## config.mk

```make
export PLATFORM = sky130hd
export DESIGN_NAME = pbm_access_map
export DESIGN_NICKNAME = d
export VERILOG_FILES = /design/src/pbm_pkg.sv /design/src/pbm_win_decode.sv /design/src/pbm_access_map.sv
export VERILOG_INCLUDE_DIRS = /design/src /design/src/src
export SDC_FILE = /design/constraint.sdc
export NUM_CORES = 1
export LEC_CHECK = 0
export BUFFER_PORTS_ARGS = -buffer_cell sky130_fd_sc_hd__buf_2
export CAP_MARGIN = 20
export CORE_ASPECT_RATIO = 0.6
export CORE_MARGIN = 2
export CORE_UTILIZATION = 44
export DETAILED_ROUTE_END_ITERATION = 12
export PLACE_DENSITY = 0.87
export SYNTH_ARGS = -nofsm -noshare
export SYNTH_HDL_FRONTEND = slang
export SYNTH_SLANG_ARGS = --single-unit
```

## constraint.sdc

```tcl
create_clock -name core_clk -period 3.5 [get_ports core_clk]
set_clock_uncertainty 0.2 [all_clocks]
set_input_delay 1.05 -clock core_clk [delete_from_list [all_inputs] [get_ports core_clk]]
set_output_delay 1.05 -clock core_clk [all_outputs]
set_load 0.1 [all_outputs]
```

## src/pbm_regs.svh

```systemverilog
// constants of the peripheral bus access map
`ifndef PBM_REGS_SVH
`define PBM_REGS_SVH
`define PBM_X8_SPACE     3'h7
`define PBM_X16_SPACE    3'h6
`define PBM_VIEW_OFFSET  16'h2000
`define PBM_WIN_LSB      7
`define PBM_WIN_MSB      12
`define PBM_WIN_COUNT    64
`define PBM_WIN_MAP      64'hff9fb7831f000051
`define PBM_SFR_SEC_TOP  8'h7f
`define PBM_SFR_PSW      8'hd0
`define PBM_SFR_ACC      8'he0
`define PBM_SFR_B        8'hf0
`define PBM_HAZ_GAP      2'h1
`define PBM_GAP_MAX      2'h3
`endif

```

## src/pbm_pkg.sv

```systemverilog
// types of the peripheral bus access map
`default_nettype none
package pbm_pkg;
  typedef enum logic [1:0] {
    PBM_M_CPU  = 2'h0,
    PBM_M_XFER = 2'h1,
    PBM_M_EVT  = 2'h2
  } pbm_master_t;
  typedef enum logic [1:0] {
    PBM_PAIR_LO = 2'h1,
    PBM_PAIR_HI = 2'h2
  } pbm_pair_t;
endpackage
`default_nettype wire

```

## src/pbm_win_decode.sv

```systemverilog
// window decoder of the external-data peripheral space
`timescale 1ns/1ns
`default_nettype none
`include "pbm_regs.svh"
module pbm_win_decode #(
  parameter int          NWIN = `PBM_WIN_COUNT,
  parameter logic [63:0] WMAP = `PBM_WIN_MAP
) (
  input  wire logic            addr_valid,
  input  wire logic [15:0]     addr,
  output logic      [NWIN-1:0] sel
);
  wire [5:0] win_idx = addr[`PBM_WIN_MSB:`PBM_WIN_LSB];
  wire       in_space = addr[15:13] == `PBM_X8_SPACE;
  // unassigned windows never select, so a stray access hits nothing
  genvar i;
  generate
    if (NWIN != 64) begin : g_bad
      $error("pbm_win_decode serves exactly 64 windows");
    end
    for (i = 0; i < NWIN; i++) begin : g_win
      assign sel[i] = addr_valid & in_space & WMAP[i]
                      & (win_idx == 6'(i));
    end
  endgenerate
endmodule
`default_nettype wire

```

## src/pbm_access_map.sv

```systemverilog
// peripheral bus fabric: window decode, special-register maps, hazard stall
`timescale 1ns/1ns
`default_nettype none
`include "pbm_regs.svh"
module pbm_access_map #(
  parameter int NWIN = `PBM_WIN_COUNT
) (
  input  wire logic            core_clk,
  input  wire logic            rst_n,
  input  wire logic            cpu_x_req,
  input  wire logic [15:0]     cpu_x_addr,
  input  wire logic            cpu_x_wide,
  input  wire logic            evt_x_req,
  input  wire logic [15:0]     evt_x_addr,
  input  wire logic            evt_x_wide,
  input  wire logic            evt_x_ram,
  output logic                 cpu_x_grant,
  output logic                 evt_x_grant,
  output logic      [NWIN-1:0] mod_sel,
  output logic      [15:0]     mod_addr,
  output logic                 evt_stall,
  input  wire logic            sfr_req,
  input  wire logic [1:0]      sfr_master,
  input  wire logic [7:0]      sfr_addr,
  input  wire logic            sfr_bit,
  input  wire logic            sfr_write,
  input  wire logic            sfr_wide,
  input  wire logic [7:0]      sfr_wdata,
  output logic                 sfr_ack,
  output logic                 sfr_pri_sel,
  output logic                 sfr_sec_sel,
  output logic                 sfr_reject,
  output logic                 sfr_bit_fault,
  output logic                 sfr_byte_hi,
  output logic                 sfr_pair_wr,
  output logic      [15:0]     sfr_pair_data
);
  generate
    if (NWIN != 64) begin : g_bad
      $error("pbm_access_map serves exactly 64 windows");
    end
  endgenerate

  // ==========================================================
  // external-data arbitration and view folding
  // event processor outranks the cpu on the shared bus
  assign evt_x_grant = evt_x_req & ~evt_stall;
  assign cpu_x_grant = cpu_x_req & ~evt_x_grant;
  wire [15:0] raw_addr  = evt_x_grant ? evt_x_addr : cpu_x_addr;
  wire        raw_wide  = evt_x_grant ? evt_x_wide : cpu_x_wide;
  wire        raw_valid = evt_x_grant | cpu_x_grant;
  // the 16-bit view sits a constant offset below the 8-bit view
  wire        wide_ok   = raw_addr[15:13] == `PBM_X16_SPACE;
  wire [15:0] fold_addr = raw_wide ? 16'(raw_addr + `PBM_VIEW_OFFSET)
                                   : raw_addr;
  wire        fold_ok   = raw_valid & (~raw_wide | wide_ok);
  wire [NWIN-1:0] next_mod_sel;

  pbm_win_decode #(
    .NWIN (NWIN)
  ) u_dec (
    .addr_valid (fold_ok),
    .addr       (fold_addr),
    .sel        (next_mod_sel)
  );

  always_ff @(posedge core_clk) begin
    if (!rst_n) begin
      mod_sel  <= '0;
      mod_addr <= 16'h0000;
    end else begin
      mod_sel  <= next_mod_sel;
      mod_addr <= fold_addr;
    end
  end

  // ==========================================================
  // hazard tracking of spaced event-processor accesses
  // only the fabric sees both masters, so it guards the hang case
  logic [1:0] evt_gap;
  logic       evt_first_shared;
  wire        haz_hit = evt_x_grant & evt_x_ram & evt_first_shared
                        & (evt_gap == `PBM_HAZ_GAP);
  wire [1:0]  next_gap = (evt_gap == `PBM_GAP_MAX) ? evt_gap
                                                   : 2'(evt_gap + 2'h1);

  always_ff @(posedge core_clk) begin
    if (!rst_n) begin
      evt_gap          <= `PBM_GAP_MAX;
      evt_first_shared <= 1'b0;
    end else if (evt_x_grant) begin
      evt_gap          <= 2'h0;
      evt_first_shared <= cpu_x_req & ~evt_x_ram;
    end else begin
      evt_gap          <= next_gap;
    end
  end

  // set wins: the cpu access that releases must come after the hit
  always_ff @(posedge core_clk) begin
    if (!rst_n)
      evt_stall <= 1'b0;
    else if (haz_hit)
      evt_stall <= 1'b1;
    else if (cpu_x_req)
      evt_stall <= 1'b0;
  end

  // ==========================================================
  // special-register maps
  wire sec_hit   = sfr_addr <= `PBM_SFR_SEC_TOP;
  wire is_cpu    = sfr_master == pbm_pkg::PBM_M_CPU;
  wire bit_reg   = (sfr_addr == `PBM_SFR_PSW) | (sfr_addr == `PBM_SFR_ACC)
                   | (sfr_addr == `PBM_SFR_B);
  wire next_pri  = sfr_req & ~sec_hit;
  wire next_sec  = sfr_req & sec_hit & ~is_cpu;
  wire next_rej  = sfr_req & sec_hit & is_cpu;
  wire next_bitf = sfr_req & sfr_bit & ~bit_reg;

  always_ff @(posedge core_clk) begin
    if (!rst_n) begin
      sfr_ack       <= 1'b0;
      sfr_pri_sel   <= 1'b0;
      sfr_sec_sel   <= 1'b0;
      sfr_reject    <= 1'b0;
      sfr_bit_fault <= 1'b0;
    end else begin
      sfr_ack       <= sfr_req;
      sfr_pri_sel   <= next_pri;
      sfr_sec_sel   <= next_sec;
      sfr_reject    <= next_rej;
      sfr_bit_fault <= next_bitf;
    end
  end

  // ==========================================================
  // low/high pairing of 16-bit registers
  // a low byte to another address restarts the pair
  pbm_pkg::pbm_pair_t pair_st;
  logic [7:0]         pair_addr;
  logic [7:0]         pair_lo;
  wire pair_go   = sfr_req & sfr_wide & ~next_rej;
  wire take_hi   = pair_go & (pair_st == pbm_pkg::PBM_PAIR_HI)
                   & (sfr_addr == pair_addr);
  pbm_pkg::pbm_pair_t next_pair;

  always_comb begin
    next_pair = pair_st;
    case (pair_st)
      pbm_pkg::PBM_PAIR_LO: begin
        if (pair_go)
          next_pair = pbm_pkg::PBM_PAIR_HI;
      end
      pbm_pkg::PBM_PAIR_HI: begin
        if (take_hi)
          next_pair = pbm_pkg::PBM_PAIR_LO;
      end
      default: next_pair = pbm_pkg::PBM_PAIR_LO;
    endcase
  end

  always_ff @(posedge core_clk) begin
    if (!rst_n) begin
      pair_st       <= pbm_pkg::PBM_PAIR_LO;
      pair_addr     <= 8'h00;
      pair_lo       <= 8'h00;
      sfr_byte_hi   <= 1'b0;
      sfr_pair_wr   <= 1'b0;
      sfr_pair_data <= 16'h0000;
    end else begin
      pair_st     <= next_pair;
      sfr_byte_hi <= take_hi;
      sfr_pair_wr <= take_hi & sfr_write;
      if (pair_go & ~take_hi) begin
        pair_addr <= sfr_addr;
        pair_lo   <= sfr_wdata;
      end
      if (take_hi)
        sfr_pair_data <= {sfr_wdata, pair_lo};
    end
  end
endmodule
`default_nettype wire

```

==> reports/summary.md, run 1 <==
The flow ran to the end, and the final reports show no timing, DRC or antenna violations. Part of the cycle the worst path needs: 0.891. The tools report the via count of the first global-routing pass as 3,071. For the worst slew slack as a fraction of its limit, the log shows 0.401.

The post-detailed-route DRC marker count was 0. Using the TritonRoute via totals, the vias-per-cell ratio works out to 4.92. The critical path class is primary input to flop. The slew of the pin with the lowest slew margin is 0.898 ns, and the final design area excluding fillers is 4910 um^2. The horizontal die dimension was 126 um; the proportion of register bits with asynchronous set or reset after synthesis was 0. Setup repair after global routing left no endpoint under its margin. In the final layout, the multi-input gates occupy 1810 um^2. For this run, the post-layout net count is 614. The routed design could run at a clock period as short as 3.12 ns. The logs give 7210 um for the detailed placement HPWL and 3.14 ns for the data arrival time of the critical path. The pre-antenna-repair detailed-routing pass consisted of 4 iterations. Power comes to 2.54 mW. In the final timing run, aggregate negative setup slack is 0 ns. The endpoint class of the critical path is a flop. The launching element type of the critical path was a primary input. Synthesized area per cell: 9.41 um^2. The placeable core region was 8560 um^2. Synthesis produced 416 cells. The tightest min-delay check is of the flop to flop type. In this run, post-CTS repair resized a total of 0 instances. Clock latency on the worst-skew pair, taken at its later pin, is 0.33 ns. The tools report the number of filler instances in the final layout as 768.

The first-pass GRT wire length came out at 15,000 um. For the overflow left after global routing, the log shows 0. The H-tree was split into 3 levels. The finished layout holds 666 standard cells, fillers aside.

Once the clock tree was built, the setup fixing pass inserted 0 buffers. The worst path meets setup with 0.380 ns of slack. I/O pin count: 167. In the synthesized netlist the dominant register cell turns out to be dfxtp_1. Yosys mapped a number of flops with a built-in enable equal to 0.

The tools report the number of antenna violations at the first check in global routing as 0. The post-synthesis instance area was 3910 um^2; the count of buffers inserted at the top-level ports was 133. Yosys printed 0 warnings. Row generation in the floorplan step produced 26 rows.

The congestion estimate from routability-driven global placement came to 0.804. The count of cell types in the netlist came out at 43. The starting density of the core was 0.457. The area growth from synthesis to layout is 25.4%. The clock sink count is 92. In this run the remaining antenna-violating nets after routing total 0.

The run gives 165 as the count of routing violations after the opening detailed-route iteration. The max-slew violation total from the final report is 0, and the clock-pin slew reported for the worst setup and hold paths after clock tree synthesis is 0.07 ns. The sequential-to-total area share from yosys stat was 0.471. The largest net degree at the start of global routing was 62; the maximum fanout count along the critical path was 24. The run gives 0.191 as the total routing resource utilization after global routing. The tools report the total routed wirelength as 9330 um.

At the placement stage, the worst setup path has a slack of 0.0524 ns. Clock tree synthesis inserted a total of 9 buffers. In this run the static leakage power is 2.23 nW. In this run the cell area measured after placement is 4610 um^2. The number of endpoints with negative hold slack in the final report is 0, and the maximum ir drop on the vdd rail is 0.281 mV. The largest buffer count on any clock path was 2. The floorplan step defined a die boundary enclosing 9690 um^2. The post-synthesis sequential element count came out at 92.

For this block, the via count after detailed routing is 3,277. The floorplan step set the die height to 77.0 um. The required arrival time at the worst endpoint came out at 3.52 ns. The number of hold-repair buffers added at the cts stage is 0. The tool flagged a number of max-cap violations equal to 0. Derived from the worst setup path, the maximum achievable clock frequency is 321 MHz. The power per cell area is 517 nW/um^2.

In the final layout, flip-flops and latches occupy 1840 um^2. The tools report the count of placed standard cells including taps as 650. The detail-routed net length per standard cell is 14.0 um, and the number of antenna cells inserted is 0. In this run the clock root is driven by a clkbuf_16. Setup violations remaining at the end of the flow were counted as 0. Fraction of layout instances using a drive strength above 1: 0.303.

TritonCTS built the clock tree.
-- cell usage after synthesis (all sizes together), types with 7 or more instances --
master  number  area [um^2]
a21boi      12         90.1
and2         8         50.1
buf         39          293
clkbuf      15         56.3
dfxtp       92         1840
inv          7         26.3
mux2i       37          374
nand2       71          267
nand3b      11         82.6
nor2b       18          113
nor3        25          125
nor4        10         62.6
xor2        12          105
-- routing by layer --
| layer | share of wire | vias up | global-route usage | routed length (um) |
|---|---|---|---|---|
| li1 | - | 1613 | - | - |
| met1 | 0.46 | 1503 | 0.260 | 4270 |
| met2 | 0.43 | 149 | 0.288 | 4050 |
| met3 | 0.098 | 12 | 0.0691 | 915 |
| met4 | 0.011 | 0 | 0.0527 | 98 |
| met5 | 0 | - | 0 | 0 |
-- registers in the layout, summed over array words and instances, names as in the netlist --
| register | count |
|---|---|
| sfr_sec_sel | 1 |
| sfr_ack | 1 |
| pair_lo | 8 |
| sfr_reject | 1 |
| sfr_bit_fault | 1 |
| pair_addr | 8 |
| mod_sel | 31 |
| sfr_pri_sel | 1 |
| sfr_byte_hi | 1 |
| pair_st | 2 |
| sfr_pair_data | 16 |
| evt_stall | 1 |
| evt_first_shared | 1 |
| mod_addr | 16 |
| sfr_pair_wr | 1 |
| evt_gap | 2 |
-- stage by stage --
step | hold WS (ns) | util
2_1_floorplan | 0.237 | -
3_3_place_gp | 0.240 | 0.539
3_5_place_dp | 0.247 | 0.539
4_1_cts | 0.260 | 0.573
5_1_grt | 0.292 | 0.573
6_report | 0.257 | 0.573
-- logic make-up (layout without fill, tap and decap cells) --
| group | count (synthesis) | count (layout) | share of synthesized area |
|---|---|---|---|
| AOI/OAI and AO/OA | 36 | 36 | 0.0678 |
| xor gates and xnor gates | 12 | 12 | 0.0269 |
| adders and majority gates | 4 | 4 | 0.0128 |
| buffers and inverters | 62 | 168 | 0.0982 |
| DFF | 92 | 92 | 0.471 |
| muxes | 37 | 37 | 0.0956 |
| other | 1 | 33 | 0.000958 |
| and+or+nand+nor | 172 | 172 | 0.227 |
-- final timing paths --
| kind | startpoint | to | slack (ns) | depth (start not counted) |
|---|---|---|---|---|
| hold reg to reg | sfr_pair_data[9] | sfr_pair_data[9] | 0.26 | 2 |
| setup reg to reg | evt_stall | mod_sel[41] | 0.81 | 9 |
| setup / recovery | evt_x_req | mod_sel[41] | 0.38 | 10 |
| hold / removal | sfr_pair_data[9] | sfr_pair_data[9] | 0.26 | 2 |
-- worst max-delay path: stages --
cell and delay, ns:
buf_2 0.11, nand2b_1 0.13, buf_4 0.18, clkinv_4 0.11, nand2_1 0.09, nand2_1 0.07, ha_1 0.32, nor4b_4 0.32
o22ai_2 0.35, nor4_1 0.40
-- final cells by class --
type | instances | share of cell area
sequential | 92 | 0.376
multi-input combinational | 294 | 0.370
timing repair buffer | 144 | 0.159
clock buffer | 9 | 0.0459
tap | 112 | 0.0286
clock inverter | 7 | 0.0143
inverter | 8 | 0.00714
-- report_power, final --
| part | switching, mW | internal, mW | leakage, nW |
|---|---|---|---|
| combinational | 0.408 | 0.106 | 1.34 |
| sequential | 0.0118 | 1.07 | 0.749 |
| clock | 0.437 | 0.500 | 0.135 |
-- layout by cell type (no fill, tap or decap), types with 4 or more instances in the layout --
cell type and instances:
nand3_1 6, nor2_1 6, a21boi_0 12, nor4_1 10, o21ai_0 5, buf_2 131
clkbuf_16 9, dfxtp_1 91, xor2_1 12, nand2b_1 4, nand3b_1 11, inv_1 7
mux2i_1 36, conb_1 33, nor2b_1 18, and2_1 7, buf_4 11, a31oi_1 4
nand2_1 71, nor3_1 24, ha_1 4
(Power assumes the default switching activity.)
==> run 2, diff against run 1 <==
--- a/config.mk
+++ b/config.mk
@@ -11,6 +11,7 @@
 export CORE_ASPECT_RATIO = 0.6
 export CORE_MARGIN = 2
 export CORE_UTILIZATION = 44
+export CTS_BUF_LIST = sky130_fd_sc_hd__clkbuf_4
 export DETAILED_ROUTE_END_ITERATION = 12
 export PLACE_DENSITY = 0.87
 export SYNTH_ARGS = -nofsm -noshare
==> reports/summary.md, run 2 (synthesis results as in run 1) <==
The run finished with clean final reports. The overflow left after global routing was 0 (unchanged); the setup slack at placement was 0.0524 ns (unchanged). Register bank with the most flops: mod_sel. Final design area excluding fillers: 4750 um^2 (-3.2%). The area growth from synthesis to layout is 21.4%. The share of total power in sequential cells came out at 0.500 (+0.072). The number of hold-repair buffers added at the cts stage is 0 (unchanged), and the final-report setup violation count is 0 (unchanged).

The largest registers in the layout are mod_sel: 31 flops, mod_addr: 16 flops, sfr_pair_data: 16 flops. Setup repair after global routing left no endpoint under its margin. The final critical-path required period came out at 3.05 ns (-0.0744 ns). Number of endpoints with negative hold slack in the final report: 0 (unchanged). For the max-slew violation total from the final report, the log shows 0 (unchanged). The final weighted congestion in routability-driven placement was 0.804 (unchanged); the first-pass GRT wire length was 15,100 um (+0.92%). The run gives 0 (unchanged) as the post-CTS setup repair buffer count. The cell count of the worst hold path came out at 2 (unchanged).

The logs give 167 (unchanged) for the I/O pin count and 784 (+2.1%) for the number of filler instances in the final layout. The logs give 0.454 ns (+0.0744 ns) for the final worst-path setup slack and 0 ns (unchanged) for the final-layout setup total negative slack. The standard cell area after detailed placement was 4610 um^2 (unchanged); the maximum ir drop on the vdd rail was 0.237 mV (-16%). The tools report the largest buffer count on any clock path as 2 (unchanged).

The critical path depth in cells was 5 (-5). The kind of path behind the tightest hold check is flop to flop. The worst reg2reg path endpoint is mod_sel[40]. The horizontal die dimension was 126 um (unchanged); the total CTS buffers was 9 (unchanged). The tools report the starting density of the core as 0.457 (unchanged).

The row count was 26 (unchanged). Leaving out fill and tap cells, the most frequent cells in the layout are buf_2, dfxtp_1, nand2_1. The number of buffers and inverters on the critical path is 3 (unchanged), and the clock sink count is 92 (unchanged).

Highest attainable clock frequency: 328 MHz (+2.4%). The worst setup path is of the primary input to primary output kind. The maximum fanout count along the critical path was 7 (-71%).

The count of buffers inserted at the top-level ports was 133 (unchanged); the via count of the first global-routing pass was 3,081 (+0.33%). The largest net degree at the start of global routing is 62 (unchanged). The number of vias per cell after detailed routing came out at 4.91 (-0.21%). The fraction of layout instances using a drive strength above 1 is 0.303 (unchanged). The height of the chip was 77.0 um (unchanged). The logs give 1.80 ns (-1.34 ns) for the data arrival time of the critical path and 0.236 (+0.033) for the proportion of power drawn by combinational gates. The worst setup path is launched from a primary input.

For the number of antenna cells inserted, the log shows 0 (unchanged). Number of vias in the routed layout: 3,270 (-0.21%). Total routed wirelength: 9470 um (+1.4%). The startpoint of the lowest-slack register-to-register path was evt_stall. The clock network latency to the later pin of the worst-skew pair came out at 0.47 ns (+0.14 ns). The required arrival time at the worst endpoint came out at 2.25 ns (-1.27 ns). The non-filler instance count after layout is 666 (unchanged). For the final core utilization, the log shows 0.555 (-0.0184). The run gives 0.406 (+0.00523) as the worst slew slack as a fraction of its limit. Maximum single-stage delay on the critical path: 0.17 ns (-0.23 ns). The number of nets in the layout was 614 (unchanged). For the relative contribution of the clock network to total power, the log shows 0.263 (-0.106). Leaving out fill and tap cells, the most frequent cell in the layout is buf_2. The run gives 7210 um (unchanged) as the detailed placement HPWL. The signal on the critical path passes through buf_2, nand2b_1, buf_4, and2_4, buf_12. The number of flip-flops in the largest register was 31 (unchanged).

TritonCTS built the clock tree. The leakage power figure is 2.16 nW (-3.1%). The run gives 0.196 (+0.00494) as the total routing resource utilization after global routing. The tools report the buffer type at the clock tree root as clkbuf_4. Cell with the biggest individual delay on the critical path: buf_4.

The number of antenna violations at the first check in global routing was 0 (unchanged); the count of routing violations after the opening detailed-route iteration was 179 (+8.5%). Sequential cell area: 1840 um^2 (unchanged). The switching part of the total power was 0.382 (+0.0440); the remaining number of nets flagged by the antenna check after routing was 0 (unchanged). The logs give 1810 um^2 (unchanged) for the total area of multi-input combinational cells and 3 (unchanged) for the number of H-tree levels.

Endpoint class of the critical path: a primary output. The most critical setup path has its startpoint at evt_x_req. The clock-pin slew reported for the worst setup and hold paths after clock tree synthesis was 0.14 ns (+0.07 ns); the part of the cycle the worst path needs was 0.870 (-0.0212). The number of detailed-route iterations in the first pass is 4 (unchanged). The logic depth of the worst register-to-register path works out to 9 (unchanged). The detail-routed net length per standard cell is 14.2 um (+1.4%), and the post-detailed-route DRC marker count is 0 (unchanged). For the overall power, the log shows 2.18 mW (-14%). The number of gates resized after cts came out at 0 (unchanged).

The run gives 8560 um^2 (unchanged) as the placeable core region. The power per cell area was 458 nW/um^2 (-11%). Slew of the pin with the lowest slew margin: 0.891 ns (-0.00785 ns). The dominant delay contributor by cell family on the critical path is buffers and inverters. The tools report the last element of the critical path as cpu_x_grant. The number of maximum-capacitance constraint violations is 0 (unchanged), and the internal power of the cells is 1.35 mW (-20%).

The worst hold slack was 0.267 ns (+0.00940 ns); the flop-to-flop setup slack was 0.82 ns (about the same). The die area was 9690 um^2 (unchanged); the count of placed standard cells including taps was 650 (unchanged). For the net switching component of the power, the log shows 0.831 mW (-3.0%).
[run 2: cell types whose count changed in the layout (fill, tap and decap cells not counted)]
cell / change
clkbuf_4: +9
clkbuf_16: -9
[run 2: final cells by class]
class	instances	share of cell area
Inverter	8	0.00738
Clock inverter	7	0.0148
Clock buffer	9	0.0142
Timing Repair Buffer	144	0.164
Multi-Input combinational cell	294	0.382
Sequential cell	92	0.388
Tap cell	112	0.0295
[run 2: worst min path at each step]
stage                          start               end  slack (ns)
floorplan                 pair_lo[0]  sfr_pair_data[0]        0.24
global placement    sfr_pair_data[8]  sfr_pair_data[8]        0.24
detailed placement  sfr_pair_data[6]  sfr_pair_data[6]        0.25
CTS                 sfr_pair_data[9]  sfr_pair_data[9]        0.27
global route        sfr_pair_data[1]  sfr_pair_data[1]        0.30
finish              sfr_pair_data[9]  sfr_pair_data[9]        0.27
[run 2: worst reg2reg max path: stages, from the launching register on]
cell	delay (ns)
dfxtp_2	0.38
nand2b_1	0.17
buf_4	0.18
clkinv_4	0.12
nand2_1	0.09
nand2_1	0.07
ha_1	0.32
nor4b_4	0.33
o22ai_2	0.35
nor4_1	0.38
[run 2: metal layers]
layer	vias up	track usage	wire (um)
li1	1612	-	-
met3	15	0.0796	978
met4	0	0.0692	150
met5	-	0	0
met2	149	0.291	4110
met1	1494	0.259	4230
[run 2: power by group through the flow]
stage / combinational, mW / sequential [mW] / clock [mW]
floorplan: 0.327 / 1.22 / 0
global placement: 0.504 / 1.11 / 0
detailed placement: 0.513 / 1.11 / 0
CTS: 0.514 / 1.09 / 0.593
global route: 0.543 / 1.09 / 0.631
finish: 0.514 / 1.09 / 0.573
==> run 3, diff against run 2 <==
==> constraint.sdc (replaced) <==
create_clock -name core_clk -period 3 [get_ports core_clk]
set_clock_uncertainty 0.2 [all_clocks]
set_input_delay 0.9 -clock core_clk [delete_from_list [all_inputs] [get_ports core_clk]]
set_output_delay 0.9 -clock core_clk [all_outputs]
set_load 0.1 [all_outputs]
==> reports/summary.md, run 3 (synthesis results as in run 1) <==
The kind of path behind the tightest hold check is flop to flop. The number of detailed-route iterations in the first pass is 4 (unchanged). The remaining number of nets flagged by the antenna check after routing came out at 0 (unchanged). Slew of the pin with the lowest slew margin: 0.908 ns (+0.0171 ns).

The run gives 92 (unchanged) as the clock sink count. The die area is 9690 um^2 (unchanged). The maximum ir drop on the vdd rail is 0.418 mV (+76%), and the setup slack at placement is -0.127 ns (-0.180 ns).

The total routed wirelength was 9210 um (-2.7%); the fraction of layout instances using a drive strength above 1 was 0.316 (+0.0129). The library cell used most frequently in the layout, excluding fill and tap cells, is buf_2. The tools report the number of hold-repair buffers added at the cts stage as 0 (unchanged). Setup repair after global routing left no endpoint under its margin. For the overflow left after global routing, the log shows 0 (unchanged). The post-CTS setup repair buffer count was 0 (unchanged). The buffer type at the clock tree root is clkbuf_4.

The final worst-path setup slack was 0.167 ns (-0.288 ns); the detailed placement HPWL was 7180 um (-0.42%). The post-detailed-route DRC marker count was 0 (unchanged); the number of maximum-capacitance constraint violations was 0 (unchanged). The maximum fanout count along the critical path works out to 11 (+4). For the max-slew violation total from the final report, the log shows 0 (unchanged). The launching element type of the critical path is a primary input. The via count of the first global-routing pass was 3,161 (+2.6%). The total area of multi-input combinational cells came out at 1830 um^2 (+0.69%). The I/O pin count is 167 (unchanged). The worst setup path is of the primary input to primary output kind. The clock network latency to the later pin of the worst-skew pair was 0.44 ns (-0.03 ns).

The part of the cycle the worst path needs came out at 0.944. The number of antenna cells inserted is 0 (unchanged), and the data arrival time of the critical path is 1.73 ns (-0.07 ns). The final-report setup violation count was 0 (unchanged). The final-layout setup total negative slack is 0 ns (unchanged), and the count of buffers inserted at the top-level ports is 133 (unchanged). Placeable core region: 8560 um^2 (unchanged). The sequential cell area came out at 1840 um^2 (unchanged). Counting I/O delays and the setup requirement, the final critical path takes 2.83 ns.

The row count is 26 (unchanged). The library cells used most frequently in the layout, excluding fill and tap cells, are buf_2, dfxtp_1, nand2_1. For the worst slew slack as a fraction of its limit, the log shows 0.395 (-0.0114). Derived from the worst setup path, the maximum achievable clock frequency is 353 MHz.

Number of gates resized after cts: 0 (unchanged). The run gives 0 (unchanged) as the number of endpoints with negative hold slack in the final report. The number of flip-flops in the largest register was 31 (unchanged). TritonCTS built the clock tree. Logic depth of the worst register-to-register path: 11 (+2).

The logs give 1.90 ns (-0.35 ns) for the required arrival time at the worst endpoint and 2 (unchanged) for the largest buffer count on any clock path. The starting density of the core is 0.457 (unchanged), and the standard cell area after detailed placement is 4700 um^2 (+2.0%). The horizontal die dimension was 126 um (unchanged). In the final layout, the registers with the most flip-flops are mod_sel: 31 flops, mod_addr: 16 flops, sfr_pair_data: 16 flops.

Endpoint class of the critical path: a primary output. The flow ran to the end, and the final reports show no timing, DRC or antenna violations. The number of nets in the layout is 623 (+1.5%), and the clock-pin slew reported for the worst setup and hold paths after clock tree synthesis is 0.16 ns (+0.02 ns).

The cell count of the worst hold path came out at 2 (unchanged). The total routing resource utilization after global routing was 0.194 (-0.00193). The logs give 0.811 (+0.82%) for the final weighted congestion in routability-driven placement and 3,296 (+0.80%) for the number of vias in the routed layout. Area growth from synthesis to layout: 23.9%.

The tools report the overall power as 2.57 mW (+18%). Register bank with the most flops: mod_sel. The run gives 15,100 um (-0.32%) as the first-pass GRT wire length. The number of filler instances in the final layout is 776 (-1.0%), and the power per cell area is 530 nW/um^2 (+16%). The final design area excluding fillers was 4850 um^2 (+2.1%). The largest net degree at the start of global routing is 38 (-39%), and the number of vias per cell after detailed routing is 4.88 (-0.55%).

The number of antenna violations at the first check in global routing came out at 0 (unchanged). The count of routing violations after the opening detailed-route iteration was 138 (-23%); the leakage power figure was 2.22 nW (+2.7%). The number of H-tree levels is 3 (unchanged), and the final core utilization is 0.567 (+0.0116). The detail-routed net length per standard cell is 13.6 um (-4.0%), and the total CTS buffers is 9 (unchanged). The height of the chip is 77.0 um (unchanged).
==> run 3: through the flow <==
step | hold slack [ns] | instances
finish | 0.265 | 675
global route | 0.285 | 675
CTS | 0.272 | 675
detailed placement | 0.245 | 659
global placement | 0.240 | 659
floorplan | 0.237 | 448
==> run 3: worst max-delay path: stages <==
cell      delay, ns
buf_2          0.11
nand2b_1       0.10
buf_4          0.17
clkinv_4       0.08
buf_4          0.18
buf_12         0.17
==> run 3: worst paths after layout <==
path	endpoint	start	slack [ns]
hold / removal	sfr_pair_data[7]	pair_lo[7]	0.26
setup reg to reg	mod_sel[26]	evt_stall	0.50
setup / recovery	evt_x_grant	evt_x_req	0.17
hold reg to reg	sfr_pair_data[7]	pair_lo[7]	0.26
==> run 3: report_power, final <==
part           internal, mW  switching (mW)
sequential             1.26          0.0141
clock                 0.203           0.480
combinational         0.136           0.481
==> run 3: area by class of cell <==
type | instances | area share
Sequential cell | 92 | 0.380
Multi-Input combinational cell | 294 | 0.377
Timing Repair Buffer | 153 | 0.177
Tap cell | 112 | 0.0289
Clock inverter | 7 | 0.0157
Clock buffer | 9 | 0.0139
Inverter | 8 | 0.00723
==> run 3: layer usage <==
layer | wire, um | track usage | part of all wire
met1 | 4280 | 0.260 | 0.46
met2 | 3970 | 0.291 | 0.43
met3 | 838 | 0.0761 | 0.091
met4 | 121 | 0.0571 | 0.013
met5 | 0 | 0 | 0
